--- src/cbu_pkg.sv ---
// Package for the conditional branch unit: encodings, field positions and types.
package cbu_pkg;

    // ------------------------------------------------------------------
    // Widths and encodings
    // ------------------------------------------------------------------
    localparam int XLEN = 32;
    localparam logic [5:0] OPC_BRC_REG = 6'h27;
    localparam logic [5:0] OPC_BRC_IMM = 6'h2f;
    localparam logic [5:0] OPC_ANDNI = 6'h2b;
    localparam logic [3:0] COND_EQ = 4'h0;
    localparam logic [3:0] COND_NE = 4'h1;
    localparam logic [3:0] COND_LT = 4'h2;
    localparam logic [3:0] COND_LE = 4'h3;
    localparam logic [3:0] COND_GT = 4'h4;
    localparam logic [3:0] COND_GE = 4'h5;
    localparam logic [31:0] PC_STEP = 32'h0000_0004;
    localparam logic [31:0] ZERO_WORD = 32'h0000_0000;
    localparam logic [10:0] REG_FORM_PAD = 11'h000;

    // ------------------------------------------------------------------
    // Field positions, little-endian bit index (big-endian index 0 is bit 31)
    // ------------------------------------------------------------------
    localparam int OPC_HI = 31;
    localparam int OPC_LO = 26;
    localparam int RD_HI = 25;
    localparam int RD_LO = 21;
    localparam int DLY_BIT = 25;
    localparam int COND_HI = 24;
    localparam int COND_LO = 21;
    localparam int RA_HI = 20;
    localparam int RA_LO = 16;
    localparam int RB_HI = 15;
    localparam int RB_LO = 11;
    localparam int PAD_HI = 10;
    localparam int IMM_HI = 15;

    // Latencies in cycles for each branch outcome.
    localparam logic [1:0] LAT_NOT_TAKEN = 2'h1;
    localparam logic [1:0] LAT_TAKEN_DLY = 2'h2;
    localparam logic [1:0] LAT_TAKEN_NODLY = 2'h3;

    typedef struct packed {
        logic valid;
        logic [31:0] instr;
        logic [31:0] pc;
        logic [31:0] src_first;
        logic [31:0] src_second;
        logic imm_prefix_valid;
        logic [15:0] imm_prefix_high;
    } cbu_issue_t;

    typedef struct packed {
        logic valid;
        logic [4:0] dest;
        logic [31:0] data;
    } cbu_wb_t;

    typedef enum logic [1:0] {
        CBU_IDLE,
        CBU_SLOT,
        CBU_FLUSH
    } cbu_state_t;

endpackage : cbu_pkg

--- src/cbu_branch_unit.sv ---
// Conditional branch unit with the and-not-immediate datapath.
// Behaviour
// [RULE1] And-not-immediate writes source A AND NOT extended immediate in one cycle.
// [RULE2] Immediate is sign-extended 16 bits, or prefix-high plus field when prefixed.
// [RULE3] Equal register form branches when A is zero, target PC plus B.
// [RULE4] Equal immediate form branches when A is zero, target PC plus immediate.
// [RULE5] Greater-or-equal register form branches when A at least zero, PC plus B.
// [RULE6] Greater-or-equal immediate form branches when A at least zero, PC plus immediate.
// [RULE7] Greater-than register form branches when A above zero, PC plus B.
// [RULE8] Greater-than immediate form branches when A above zero, PC plus immediate.
// [RULE9] Less-or-equal register form branches when A at most zero, PC plus B.
// [RULE10] Less-or-equal immediate form branches when A at most zero, PC plus immediate.
// [RULE11] Taken with delay flag lets the following instruction complete.
// [RULE12] Taken without delay flag kills the following instruction.
// [RULE13] Untaken branch advances PC by four regardless of delay flag.
// [RULE14] Untaken branch takes one cycle.
// [RULE15] Taken branch with delay flag takes two cycles.
// [RULE16] Taken branch without delay flag takes three cycles.
// [RULE17] Register form: delay at bit 6, A at 11, B at 16, bits 21-31 zero.
// [RULE18] Immediate form sets opcode bit 2, immediate in bits 16 to 31.
// [RULE19] Condition field bits 7-10: 0000 eq, 0011 le, 0100 gt, 0101 ge.
// [RULE20] Branches change only the PC, never registers or flags.
// [RULE21] Condition 0001 is not-equal, 0010 is less-than.
// [RULE22] Source A is compared as signed 32-bit two's complement.
// [RULE23] Targets are based on the branch instruction's own address.
`timescale 1ns/1ps
module cbu_branch_unit (
    input wire logic sys_clk,
    input wire logic reset_n,
    input wire cbu_pkg::cbu_issue_t issue,
    output logic issue_ready,
    output cbu_pkg::cbu_wb_t wb,
    output logic pc_load,
    output logic [31:0] pc_target,
    output logic kill_next,
    output logic busy,
    output logic illegal
);
    import cbu_pkg::*;

    // ------------------------------------------------------------------
    // Decode
    // ------------------------------------------------------------------
    function automatic logic [31:0] cbu_ext_imm(input logic [15:0] field, input logic pre_v,
                                                input logic [15:0] pre_hi);
        cbu_ext_imm = pre_v ? {pre_hi, field} : {{16{field[15]}}, field};
    endfunction : cbu_ext_imm

    wire logic [5:0] opc = issue.instr[OPC_HI:OPC_LO];
    wire logic [15:0] imm_field = issue.instr[IMM_HI:0];
    wire logic [3:0] cond = issue.instr[COND_HI:COND_LO]; // RULE19
    wire logic dly = issue.instr[DLY_BIT]; // RULE17
    wire logic is_reg_form = (opc == OPC_BRC_REG) && (issue.instr[PAD_HI:0] == REG_FORM_PAD); // RULE17
    wire logic is_imm_form = (opc == OPC_BRC_IMM); // RULE18
    wire logic is_andni = (opc == OPC_ANDNI);
    wire logic [31:0] imm_op = cbu_ext_imm(imm_field, issue.imm_prefix_valid, issue.imm_prefix_high); // RULE2
    wire logic [31:0] offset = is_imm_form ? imm_op : issue.src_second;
    wire logic [31:0] target = issue.pc + offset; // RULE23
    wire logic [31:0] seq_pc = issue.pc + PC_STEP; // RULE13
    wire logic cond_taken;
    wire logic cond_known;

    cbu_cond_eval u_cond (
        .cond(cond),
        .value(issue.src_first),
        .taken(cond_taken),
        .known(cond_known)
    );

    // RULE22: the evaluator reads bit 31 as the sign.
    wire logic accept = issue.valid && issue_ready;
    wire logic is_branch = (is_reg_form || is_imm_form) && cond_known;
    wire logic br_fire = accept && is_branch;
    wire logic br_taken = br_fire && cond_taken; // RULE3 RULE4 RULE5 RULE6 RULE7 RULE8 RULE9 RULE10 RULE21
    wire logic bad_instr = accept && !is_branch && !is_andni
                           && ((opc == OPC_BRC_REG) || is_imm_form);

    // ------------------------------------------------------------------
    // Sequencer
    // ------------------------------------------------------------------
    // A taken branch holds the issue port for extra cycles; the slot
    // instruction runs in the first with the delay flag, so no flush there.
    cbu_state_t state_reg, state_next;
    logic [1:0] wait_reg, wait_next;

    always_comb begin
        state_next = state_reg;
        wait_next = wait_reg;
        case (state_reg)
            CBU_IDLE: begin
                if (br_taken && dly) begin
                    state_next = CBU_SLOT; // RULE11 RULE15
                    wait_next = LAT_TAKEN_DLY - LAT_NOT_TAKEN;
                end else if (br_taken) begin
                    state_next = CBU_FLUSH; // RULE12 RULE16
                    wait_next = LAT_TAKEN_NODLY - LAT_NOT_TAKEN;
                end
            end
            CBU_SLOT, CBU_FLUSH: begin
                wait_next = wait_reg - 2'h1;
                if (wait_reg == 2'h1) begin
                    state_next = CBU_IDLE;
                end
            end
            default: begin
                state_next = CBU_IDLE;
                wait_next = 2'h0;
            end
        endcase
    end

    wire logic ready_next = (state_next == CBU_IDLE); // RULE14
    wire logic kill_next_d = br_taken && !dly; // RULE12

    always_ff @(posedge sys_clk or negedge reset_n) begin
        if (!reset_n) begin
            state_reg <= CBU_IDLE;
            wait_reg <= 2'h0;
            issue_ready <= 1'b1;
            busy <= 1'b0;
        end else begin
            state_reg <= state_next;
            wait_reg <= wait_next;
            issue_ready <= ready_next;
            busy <= !ready_next;
        end
    end

    // ------------------------------------------------------------------
    // Result outputs
    // ------------------------------------------------------------------
    always_ff @(posedge sys_clk or negedge reset_n) begin
        if (!reset_n) begin
            wb <= '0;
            pc_load <= 1'b0;
            pc_target <= ZERO_WORD;
            kill_next <= 1'b0;
            illegal <= 1'b0;
        end else begin
            wb.valid <= accept && is_andni; // RULE1 RULE20
            wb.dest <= issue.instr[RD_HI:RD_LO];
            wb.data <= issue.src_first & ~imm_op; // RULE1
            pc_load <= br_fire; // RULE20
            pc_target <= cond_taken ? target : seq_pc; // RULE13
            kill_next <= kill_next_d;
            illegal <= bad_instr;
        end
    end
endmodule : cbu_branch_unit

--- src/cbu_cond_eval.sv ---
// Condition test of source register A against zero.
`timescale 1ns/1ps
module cbu_cond_eval (
    input wire logic [3:0] cond,
    input wire logic [31:0] value,
    output logic taken,
    output logic known
);
    import cbu_pkg::*;

    wire is_zero = (value == ZERO_WORD);
    wire is_neg = value[XLEN-1];

    always_comb begin
        known = 1'b1;
        case (cond)
            COND_EQ: taken = is_zero;
            COND_NE: taken = !is_zero;
            COND_LT: taken = is_neg;
            COND_LE: taken = is_neg || is_zero;
            COND_GT: taken = !is_neg && !is_zero;
            COND_GE: taken = !is_neg;
            default: begin
                taken = 1'b0;
                known = 1'b0;
            end
        endcase
    end
endmodule : cbu_cond_eval

--- config.mk ---
export PLATFORM = sky130hd
export DESIGN_NAME = cbu_branch_unit
export DESIGN_NICKNAME = d
export VERILOG_FILES = /design/src/cbu_pkg.sv /design/src/cbu_branch_unit.sv /design/src/cbu_cond_eval.sv
export SDC_FILE = /design/constraint.sdc
export NUM_CORES = 1
export LEC_CHECK = 0
export BUFFER_PORTS_ARGS = -buffer_cell sky130_fd_sc_hd__buf_2
export CAP_MARGIN = 5
export CORE_MARGIN = 2
export CORE_UTILIZATION = 49
export DETAILED_ROUTE_END_ITERATION = 7
export PLACE_DENSITY_LB_ADDON = 0.08
export SYNTH_ARGS = -nofsm -noshare
export SYNTH_HDL_FRONTEND = slang
export SYNTH_SLANG_ARGS = --single-unit
--- constraint.sdc ---
create_clock -name sys_clk -period 1.6 [get_ports sys_clk]
set_clock_uncertainty 0.05 [all_clocks]
set_input_delay 0.32 -clock sys_clk [delete_from_list [all_inputs] [get_ports sys_clk]]
set_output_delay 0.32 -clock sys_clk [all_outputs]
set_load 0.02 [all_outputs]
Word-level counts from Yosys, hierarchy flattened. Cells that the tools add are included.

Word-level logic and storage cells: 68. Output and inout port bits: 75. Register bits after elaboration: 79.

Reductions and logical operators: 28. Mux-type cells: 12. Eq/ne operators: 12. Bitwise logic cells: 2. Add/subtract/negate cells: 3.

Operators by type and width (number): $mux 32 (3); $add 32x3->32 const B (1); $add 32x32->32 (1); $and 32x32->32 (1); $logic_not 32->1 (1); $not 32->32 (1); $eq 6x6->1 const B (3); $logic_and 1x1->1 (12); $logic_not 11->1 (1); $mux 2 (5); $eq 4x2->1 const B (2); $eq 4x3->1 const B (2); $pmux 2 s2 (2); $logic_not 1->1 (6); $pmux 1 s6 (1); $reduce_or 6->1 (1); $eq 2x1->1 const B (2); $eq 4x1->1 const B (1); $logic_not 2->1 (2); $logic_not 4->1 (1); $logic_or 1x1->1 (3); $ne 3x3->1 const B (1); $eq 2x2->1 const B (1); $reduce_or 2->1 (1); other kinds (2) (2).

Logic depth before layout (Yosys ltp). Gate-level depths: netlist of the first run.

Depth after elaboration: 11. Mapped depth: 16. Gate-level depth less buffers: 14.

Modules after synthesis. Synthesis of the first run repeated with hierarchy kept, for this count alone.

Cells, all modules: 621. Area, all modules: 5552.8 um^2.

Modules (own cells, without submodules): cbu_branch_unit (cells each 597, times used 1, area each 5375.2 um^2); cbu_cond_eval (cells each 24, times used 1, area each 177.7 um^2).

Least setup slack after synthesis of the first run. Ideal clock, no wire load.

Path kind: input-to-reg. From: input issue[140] in the netlist's numbering. To: register pc_target[20]. Cell stages on the path: 16. Data arrival time: 3.302 ns. Required time: 1.463 ns. Setup slack: -1.839 ns. Buffers on the path: 2. Path through: and4b_1 nand3_1 clkbuf_1 buf_2 mux2_2 ha_1 inv_1 fa_1 or2b_1 a21oi_1 o21ai_1 a21oi_1 o21a_1 o2111ai_1 and4b_1 a211oi_2.

Word-level cells in the longest chain between the ends: 4.

RTL lines: from (decl) (RTL line cbu_branch_unit.sv:30) `input wire cbu_pkg::cbu_issue_t issue,`; $eq 6x6->1 (RTL line cbu_branch_unit.sv:54) `wire logic is_imm_form = (opc == OPC_BRC_IMM);`; $mux 32 (RTL line cbu_branch_unit.sv:57) `wire logic [31:0] offset = is_imm_form ? imm_op : issue.src_second;`; $add 32x32->32 (RTL line cbu_branch_unit.sv:58) `wire logic [31:0] target = issue.pc + offset;`; $mux 32 (RTL line cbu_branch_unit.sv:144) `pc_target <= cond_taken ? target : seq_pc;`; to (signal assigned) (RTL line cbu_branch_unit.sv:144); to (decl) (RTL line cbu_branch_unit.sv:34) `output logic [31:0] pc_target,`.

No other way between the ends. A chain may end at the register's enable or synchronous reset.

Worst setup path after layout of the first run.
From: input issue[143] in the netlist's numbering. To: register pc_target[20].

Same word-level chain as after synthesis.

==> flow_metrics.tcl, run 1 <==
set metrics [dict create \
    dp_hpwl_um 15780 \
    finalPower_mw 6.902 \
    regMostFlops "wb" \
    holdPathEnd "wb[32]" \
    vias_per_cell 5.999 \
    rrSetupSlack_ns -0.05 \
    fp.dieH_um 109.4 \
    ys_warn_count 0 \
    synth_top_cell_area_share_pct 35.83 \
    synth_area_leaders "dfrtp_1, ha_1, a21oi_1, xnor2_1, nand2_1" \
    antenna_found_initial 1 \
    period_needed_ns 3.124 \
    netlist_area_um2 5448 \
    seq_area_frac_synth_pct 36.31 \
    synth-edff-count 0 \
    drc 0 \
    synth-async-reset-ratio_pct 100.0 \
    dr.pass1.iters 5 \
    antenna_left 0 \
    critPathLaunchType "input port" \
    hold_start "issue[134]" \
    cts_buffer_depth 2 \
    min_path_cells 1 \
    fmax_mhz 320.1 \
    crit_required_ns 1.85 \
    cp_max_fo 7 \
    grt_pass1_wl_um 33170 \
    synth_top_area_cell "dfrtp_1" \
    die_x_um 109.4 \
    rsz0062_at_grt "yes" \
    final_nets 1196 \
    avgRoutedWirePerCell_um 21.91 \
    instances_no_fill 1158 \
    reg2reg_depth 5 \
    arrival_ns 3.38 \
    drt-total-wl_um 25370 \
    met1_length_um 9153 \
    tritoncts "built" \
    synth_commonest_cells "dfrtp_1, a21oi_1, nand2_1" \
    slew_headroom_pct 63.88 \
    crit_start "issue[143]" \
    grt_overflow 0 \
    largest_reg_flops 38 \
    hp-class "input port to flip-flop" \
    violations "setup timing" \
    worstSetupEndpointType "flip-flop" \
    drive_gt1_share_pct 58.01 \
    path_clk_slew_ns 0.10 \
    die-area_um2 11980 \
    postSynthCellCount 613 \
    cts_buffers 9 \
    cts_root_buf "clkbuf_8" \
    highest_layer "met4" \
    dr_wl_met3_um 2251 \
    reg_top3 "wb x38, pc_target x32" \
    syn_nets 797 \
    r2r-start "state_reg[1]" \
    synth_ff_type "dfrtp_1" \
    core_um2 10840 \
    synth.most_common_cell "dfrtp_1" \
    powerDensity_nw_per_um2 720.4 \
    start_util_pct 50.25 \
    status "finished with violations" \
    row_count 38 \
    grtUsageTotal_pct 36.61 \
    cts_num_sinks 79 \
    cts_max_level 3 \
    drt_iter0_drc 548 \
    yosysUniqueCellTypes 63 \
    clkLatencyLatePin_ns 0.39 \
    leakagePower_nw 4.574 \
    vias 6947 \
    worstReg2RegEnd "issue_ready" \
    portBuffers 217 \
    wl_met2_um 12510 \
    setup_tns_ns -38.36 \
    maxCapViolCount 0 \
    hold_viol 0 \
    setup_viol 39 \
    ios 223 \
    final_critical_path_setup_slack_ns -1.524 \
    dp.cells 1101 \
    ir_drop_uv 598.3 \
    synth_seq_cells 79 \
    slew_viol_final 0 \
    tightest_slew_ns 0.5411 \
    path_class "input port to flip-flop" \
    postSynthAreaPerCell_um2 8.887 \
    layout_worst_path_cycle_share_pct 195.3 \
    grt_pass1_vias 6525 \
    grt_max_degree 32 \
    area_delta_synth_final_pct 75.86 \
    place.gp.congestion 0.9444 \
    hold_ws_ns 0.05380 \
]
==> critical path, stage by stage <==
cell,delay [ns]
buf_6,0.09
and4b_2,0.31
nand3_4,0.15
buf_12,0.19
buf_4,0.13
mux2_2,0.29
ha_4,0.29
buf_4,0.12
nand2_2,0.09
a211oi_2,0.27
o21ai_4,0.14
a21oi_4,0.17
o21a_1,0.28
o2111ai_2,0.18
and4b_1,0.23
a211oi_2,0.14
==> what timing repair did <==
action                                  in CTS  in global routing
hold buffers                                 1                  0
pin swaps                                   73                 76
resized for setup                          108                 96
setup buffers                               19                 23
endpoints found under the setup margin      39                 39
hold endpoints to repair                    21                  0
gates cloned                                 2                  0
==> where the power goes <==
group,switching [mW],internal (mW),leakage (nW)
clock network,0.888,0.792,0.109
registers,0.0691,2.17,0.975
logic,1.60,1.38,3.49
total,2.56,4.34,4.57
==> worst max path at each step <==
stage	end	slack [ns]
2_1_floorplan	pc_target[20]	-1.47
3_3_place_gp	pc_target[24]	-1.68
3_5_place_dp	pc_target[24]	-1.82
4_1_cts	pc_target[20]	-1.32
5_1_grt	pc_target[20]	-1.61
6_report	pc_target[20]	-1.52
==> per-stage QoR <==
| stage | utilization (%) | setup WS (ns) | area (um2) |
|---|---|---|---|
| final | 88.38 | -1.524 | 9580 |
| after detailed placement | 73.97 | -1.820 | 8019 |
| after global placement | 73.97 | -1.682 | 8019 |
| after CTS | 82.68 | -1.325 | 8962 |
| after global routing | 88.35 | -1.610 | 9578 |
| after floorplan | - | -1.474 | 5687 |
==> layout make-up <==
| cell class | count | area [um2] |
|---|---|---|
| diodes | 1 | 2.502 |
| clock buffers | 10 | 137.6 |
| clock inverters | 6 | 76.32 |
| fillers | 503 | 1260 |
| inverters | 17 | 63.81 |
| multi-input cells | 499 | 4380 |
| flip-flops and latches | 79 | 1978 |
| well taps | 140 | 175.2 |
| repair buffers | 406 | 2766 |
==> routing by layer <==
layer / global-route usage, % / up-vias
li1: - / 3009
met1: 43.15 / 3309
met2: 66.45 / 488
met3: 5.276 / 141
met4: 14.83 / 0
met5: 0 / -
==> layout by cell type, fill, tap and decap left out, types with 5 or more instances in the layout <==
master,count
a211oi_2,6
mux2_4,8
nand3_1,19
nand2_1,51
a21oi_2,22
xnor2_2,6
a21oi_1,41
o21ai_0,15
dfrtp_1,78
and2_1,17
buf_4,166
xnor2_1,23
xor2_1,21
nor4_4,7
nand2_2,6
nor3_1,7
o21ai_1,12
buf_6,23
inv_1,16
nand4_1,11
buf_12,6
a21oi_4,5
ha_4,19
a21o_1,12
buf_2,205
ha_1,16
o21ai_2,17
mux2_2,11
nor2_1,32
clkbuf_8,10
nor2b_1,19
==> logic make-up after synthesis <==
group                      Yosys count  synth area share, %
adders and majority gates           36                8.406
buffers and inverters               35                2.572
xor gates and xnor gates            51                8.199
AOI/OAI and AO/OA                  165                18.26
and+or+nand+nor                    225                21.70
DFF                                 79                36.31
muxes                               22                4.547
Note: power is estimated with default switching activity, not from simulation.
==> run 2: changes to the inputs <==
- BUFFER_PORTS_ARGS: -buffer_cell sky130_fd_sc_hd__buf_2 -> -buffer_cell sky130_fd_sc_hd__buf_4
- TNS_END_PERCENT: not set -> 20
==> run 2 against run 1 <==
The flow still finishes with violations (setup timing). Critical endpoint is now pc_target[18]. Worst hold slack got worse by 0.040 ns. Clock-buffer cell count rose by 1. Via count decreased by 5.6%. Sequential power hardly changed. Critical path depth fell by 1. Routed wire length down 11%. Non-clock buffer count fell by 23. Global-route usage is 1.9 points lower. Sequential share of layout area rose by 0.66 points. Clock power fell by 14%. Combinational power fell by 7.4%.
==> flow_metrics.tcl, run 2 (synthesis results as in run 1) <==
set metrics [dict create \
    grt_pass1_wl_um 31600 \
    n_antenna_cell 0 \
    vias_per_cell 5.781 \
    final_common_cell "buf_4" \
    hold_start "issue[134]" \
    ir_drop_uv 473.4 \
    r2r-start "state_reg[0]" \
    powerDensity_nw_per_um2 695.9 \
    slew_viol_final 0 \
    status "finished with violations" \
    finalPower_mw 6.460 \
    dp_hpwl_um 16440 \
    final.fill_count 599 \
    grtUsageTotal_pct 34.68 \
    avgRoutedWirePerCell_um 19.81 \
    die_x_um 109.4 \
    hold_viol 0 \
    rrSetupSlack_ns -0.13 \
    clkLatencyLatePin_ns 0.39 \
    reg2reg_depth 5 \
    cts_buffer_depth 2 \
    dp.cells 1105 \
    vias 6556 \
    area_delta_synth_final_pct 70.39 \
    cp_slowest_stage_delay_ns 0.31 \
    hp-class "input port to flip-flop" \
    crit_family "compound AO/OA/AOI/OAI gates" \
    largest_reg_flops 38 \
    antenna_found_initial 0 \
    fmax_mhz 332.6 \
    grt_max_degree 27 \
    cts_root_buf "clkbuf_8" \
    worstReg2RegEnd "issue_ready" \
    grt_util_met2_pct 62.35 \
    path_class "input port to flip-flop" \
    period_needed_ns 3.007 \
    path_clk_slew_ns 0.09 \
    die-area_um2 11980 \
    combPwrFrac_pct 42.7 \
    path_buf_inv 3 \
    violations "setup timing" \
    dr.pass1.iters 5 \
    place_ws_ns -1.791 \
    cp.depth 15 \
    p_switching_mw 2.322 \
    antenna_left 0 \
    worstSetupEndpointType "flip-flop" \
    rsz0062_at_grt "yes" \
    p_clk_share_pct 22.5 \
    maxCapViolCount 0 \
    final_critical_path_setup_slack_ns -1.407 \
    portBuffers 217 \
    use_met3_pct 7.706 \
    core_um2 10840 \
    ios 223 \
    crit_chain "buf_6 -> and4b_2 -> nand3_4 -> buf_8 -> buf_6 -> mux2_4 -> ha_4 -> a21oi_1 -> nand2_1 -> o21ai_4 -> a21oi_2 -> o21a_1 -> o21ai_0 -> a21oi_1 -> a211oi_1" \
    grt_overflow 0 \
    crit_required_ns 1.83 \
    power.internal_mw 4.138 \
    fp.dieH_um 109.4 \
    seq_power_share_pct 34.8 \
    leakagePower_nw 4.405 \
    cts_buffers 9 \
    cts_num_sinks 79 \
    start_util_pct 50.25 \
    drt-total-wl_um 22460 \
    critPathLaunchType "input port" \
    final_nets 1173 \
    min_path_cells 1 \
    setup_viol 39 \
    drt_iter0_drc 460 \
    cp_max_fo 6 \
    slew_headroom_pct 70.25 \
    met1_usage_pct 39.81 \
    drc 0 \
    drive_gt1_share_pct 51.51 \
    arrival_ns 3.24 \
    holdPathEnd "wb[32]" \
    hold_ws_ns 0.01357 \
    switching_share_pct 35.94 \
    reg_top3 "wb x38, pc_target x32" \
    row_count 38 \
    critPathSlowestCell "and4b_2" \
    tritoncts "built" \
    regMostFlops "wb" \
    grt_pass1_vias 6361 \
    instances_no_fill 1134 \
    place.gp.congestion 0.9562 \
    tightest_slew_ns 0.4457 \
    final_cell_mix "buf_4, dfrtp_1, nand2_1" \
    grt-busiest-layer "met2" \
    cts_max_level 3 \
    layout_worst_path_cycle_share_pct 187.9 \
]
run 2: changes by cell type in the layout (fill, tap and decap cells not counted), moves of 9 or more:
cell     before  now
ha_4         19   10
ha_1         16   25
buf_2       205    0
buf_4       166  370
o21ai_2      17    8
buf_6        23    5
run 2: worst max path at each step:
stage | startpoint | endpoint | slack [ns]
after global routing | issue[143] | pc_target[20] | -1.49
after floorplan | issue[143] | pc_target[20] | -1.47
after detailed placement | issue[143] | pc_target[24] | -1.79
final | issue[143] | pc_target[18] | -1.41
after CTS | issue[143] | pc_target[25] | -1.29
after global placement | issue[143] | pc_target[24] | -1.68
run 2: power by group through the flow:
stage	clock network (mW)	logic [mW]	registers [mW]
after global routing	1.56	2.92	2.26
after floorplan	0	0.936	2.48
after CTS	1.45	2.55	2.24
after detailed placement	0	2.45	2.28
final	1.45	2.76	2.25
after global placement	0	2.38	2.27
run 2: final cells by class:
type / instances / area (um2) / share of cell area [%]
clock buffer: 11 / 141.4 / 1.523
clock inverter: 5 / 40.04 / 0.4313
inverter: 17 / 63.81 / 0.6874
multi-input combinational: 499 / 3905 / 42.07
sequential: 79 / 1978 / 21.31
tap: 140 / 175.2 / 1.887
timing repair buffer: 383 / 2979 / 32.09
run 2: layer usage:
metal	vias up	part of all wire, %	wire length (um)
li1	2953	-	-
met1	3083	37	8417
met2	414	49	11070
met3	106	8.4	1893
met4	0	4.8	1085
met5	-	0	0
run 2: repair_timing:
action / in CTS / in global routing
setup buffers: 8 / 3
pin swaps: 22 / 36
setup endpoints to repair: 39 / 39
hold endpoints to repair: 21 / 0
hold buffers: 1 / 0
cloned: 0 / 1
gates resized for setup: 45 / 57
run 2: stage by stage:
step	instance area [um2]	utilization (%)	TNS, ns
finish	9283	85.63	-35.90
global route	9283	85.63	-38.90
CTS	8989	82.92	-32.58
detailed placement	8552	78.89	-50.81
global placement	8552	78.89	-48.46
floorplan	5648	-	-35.62
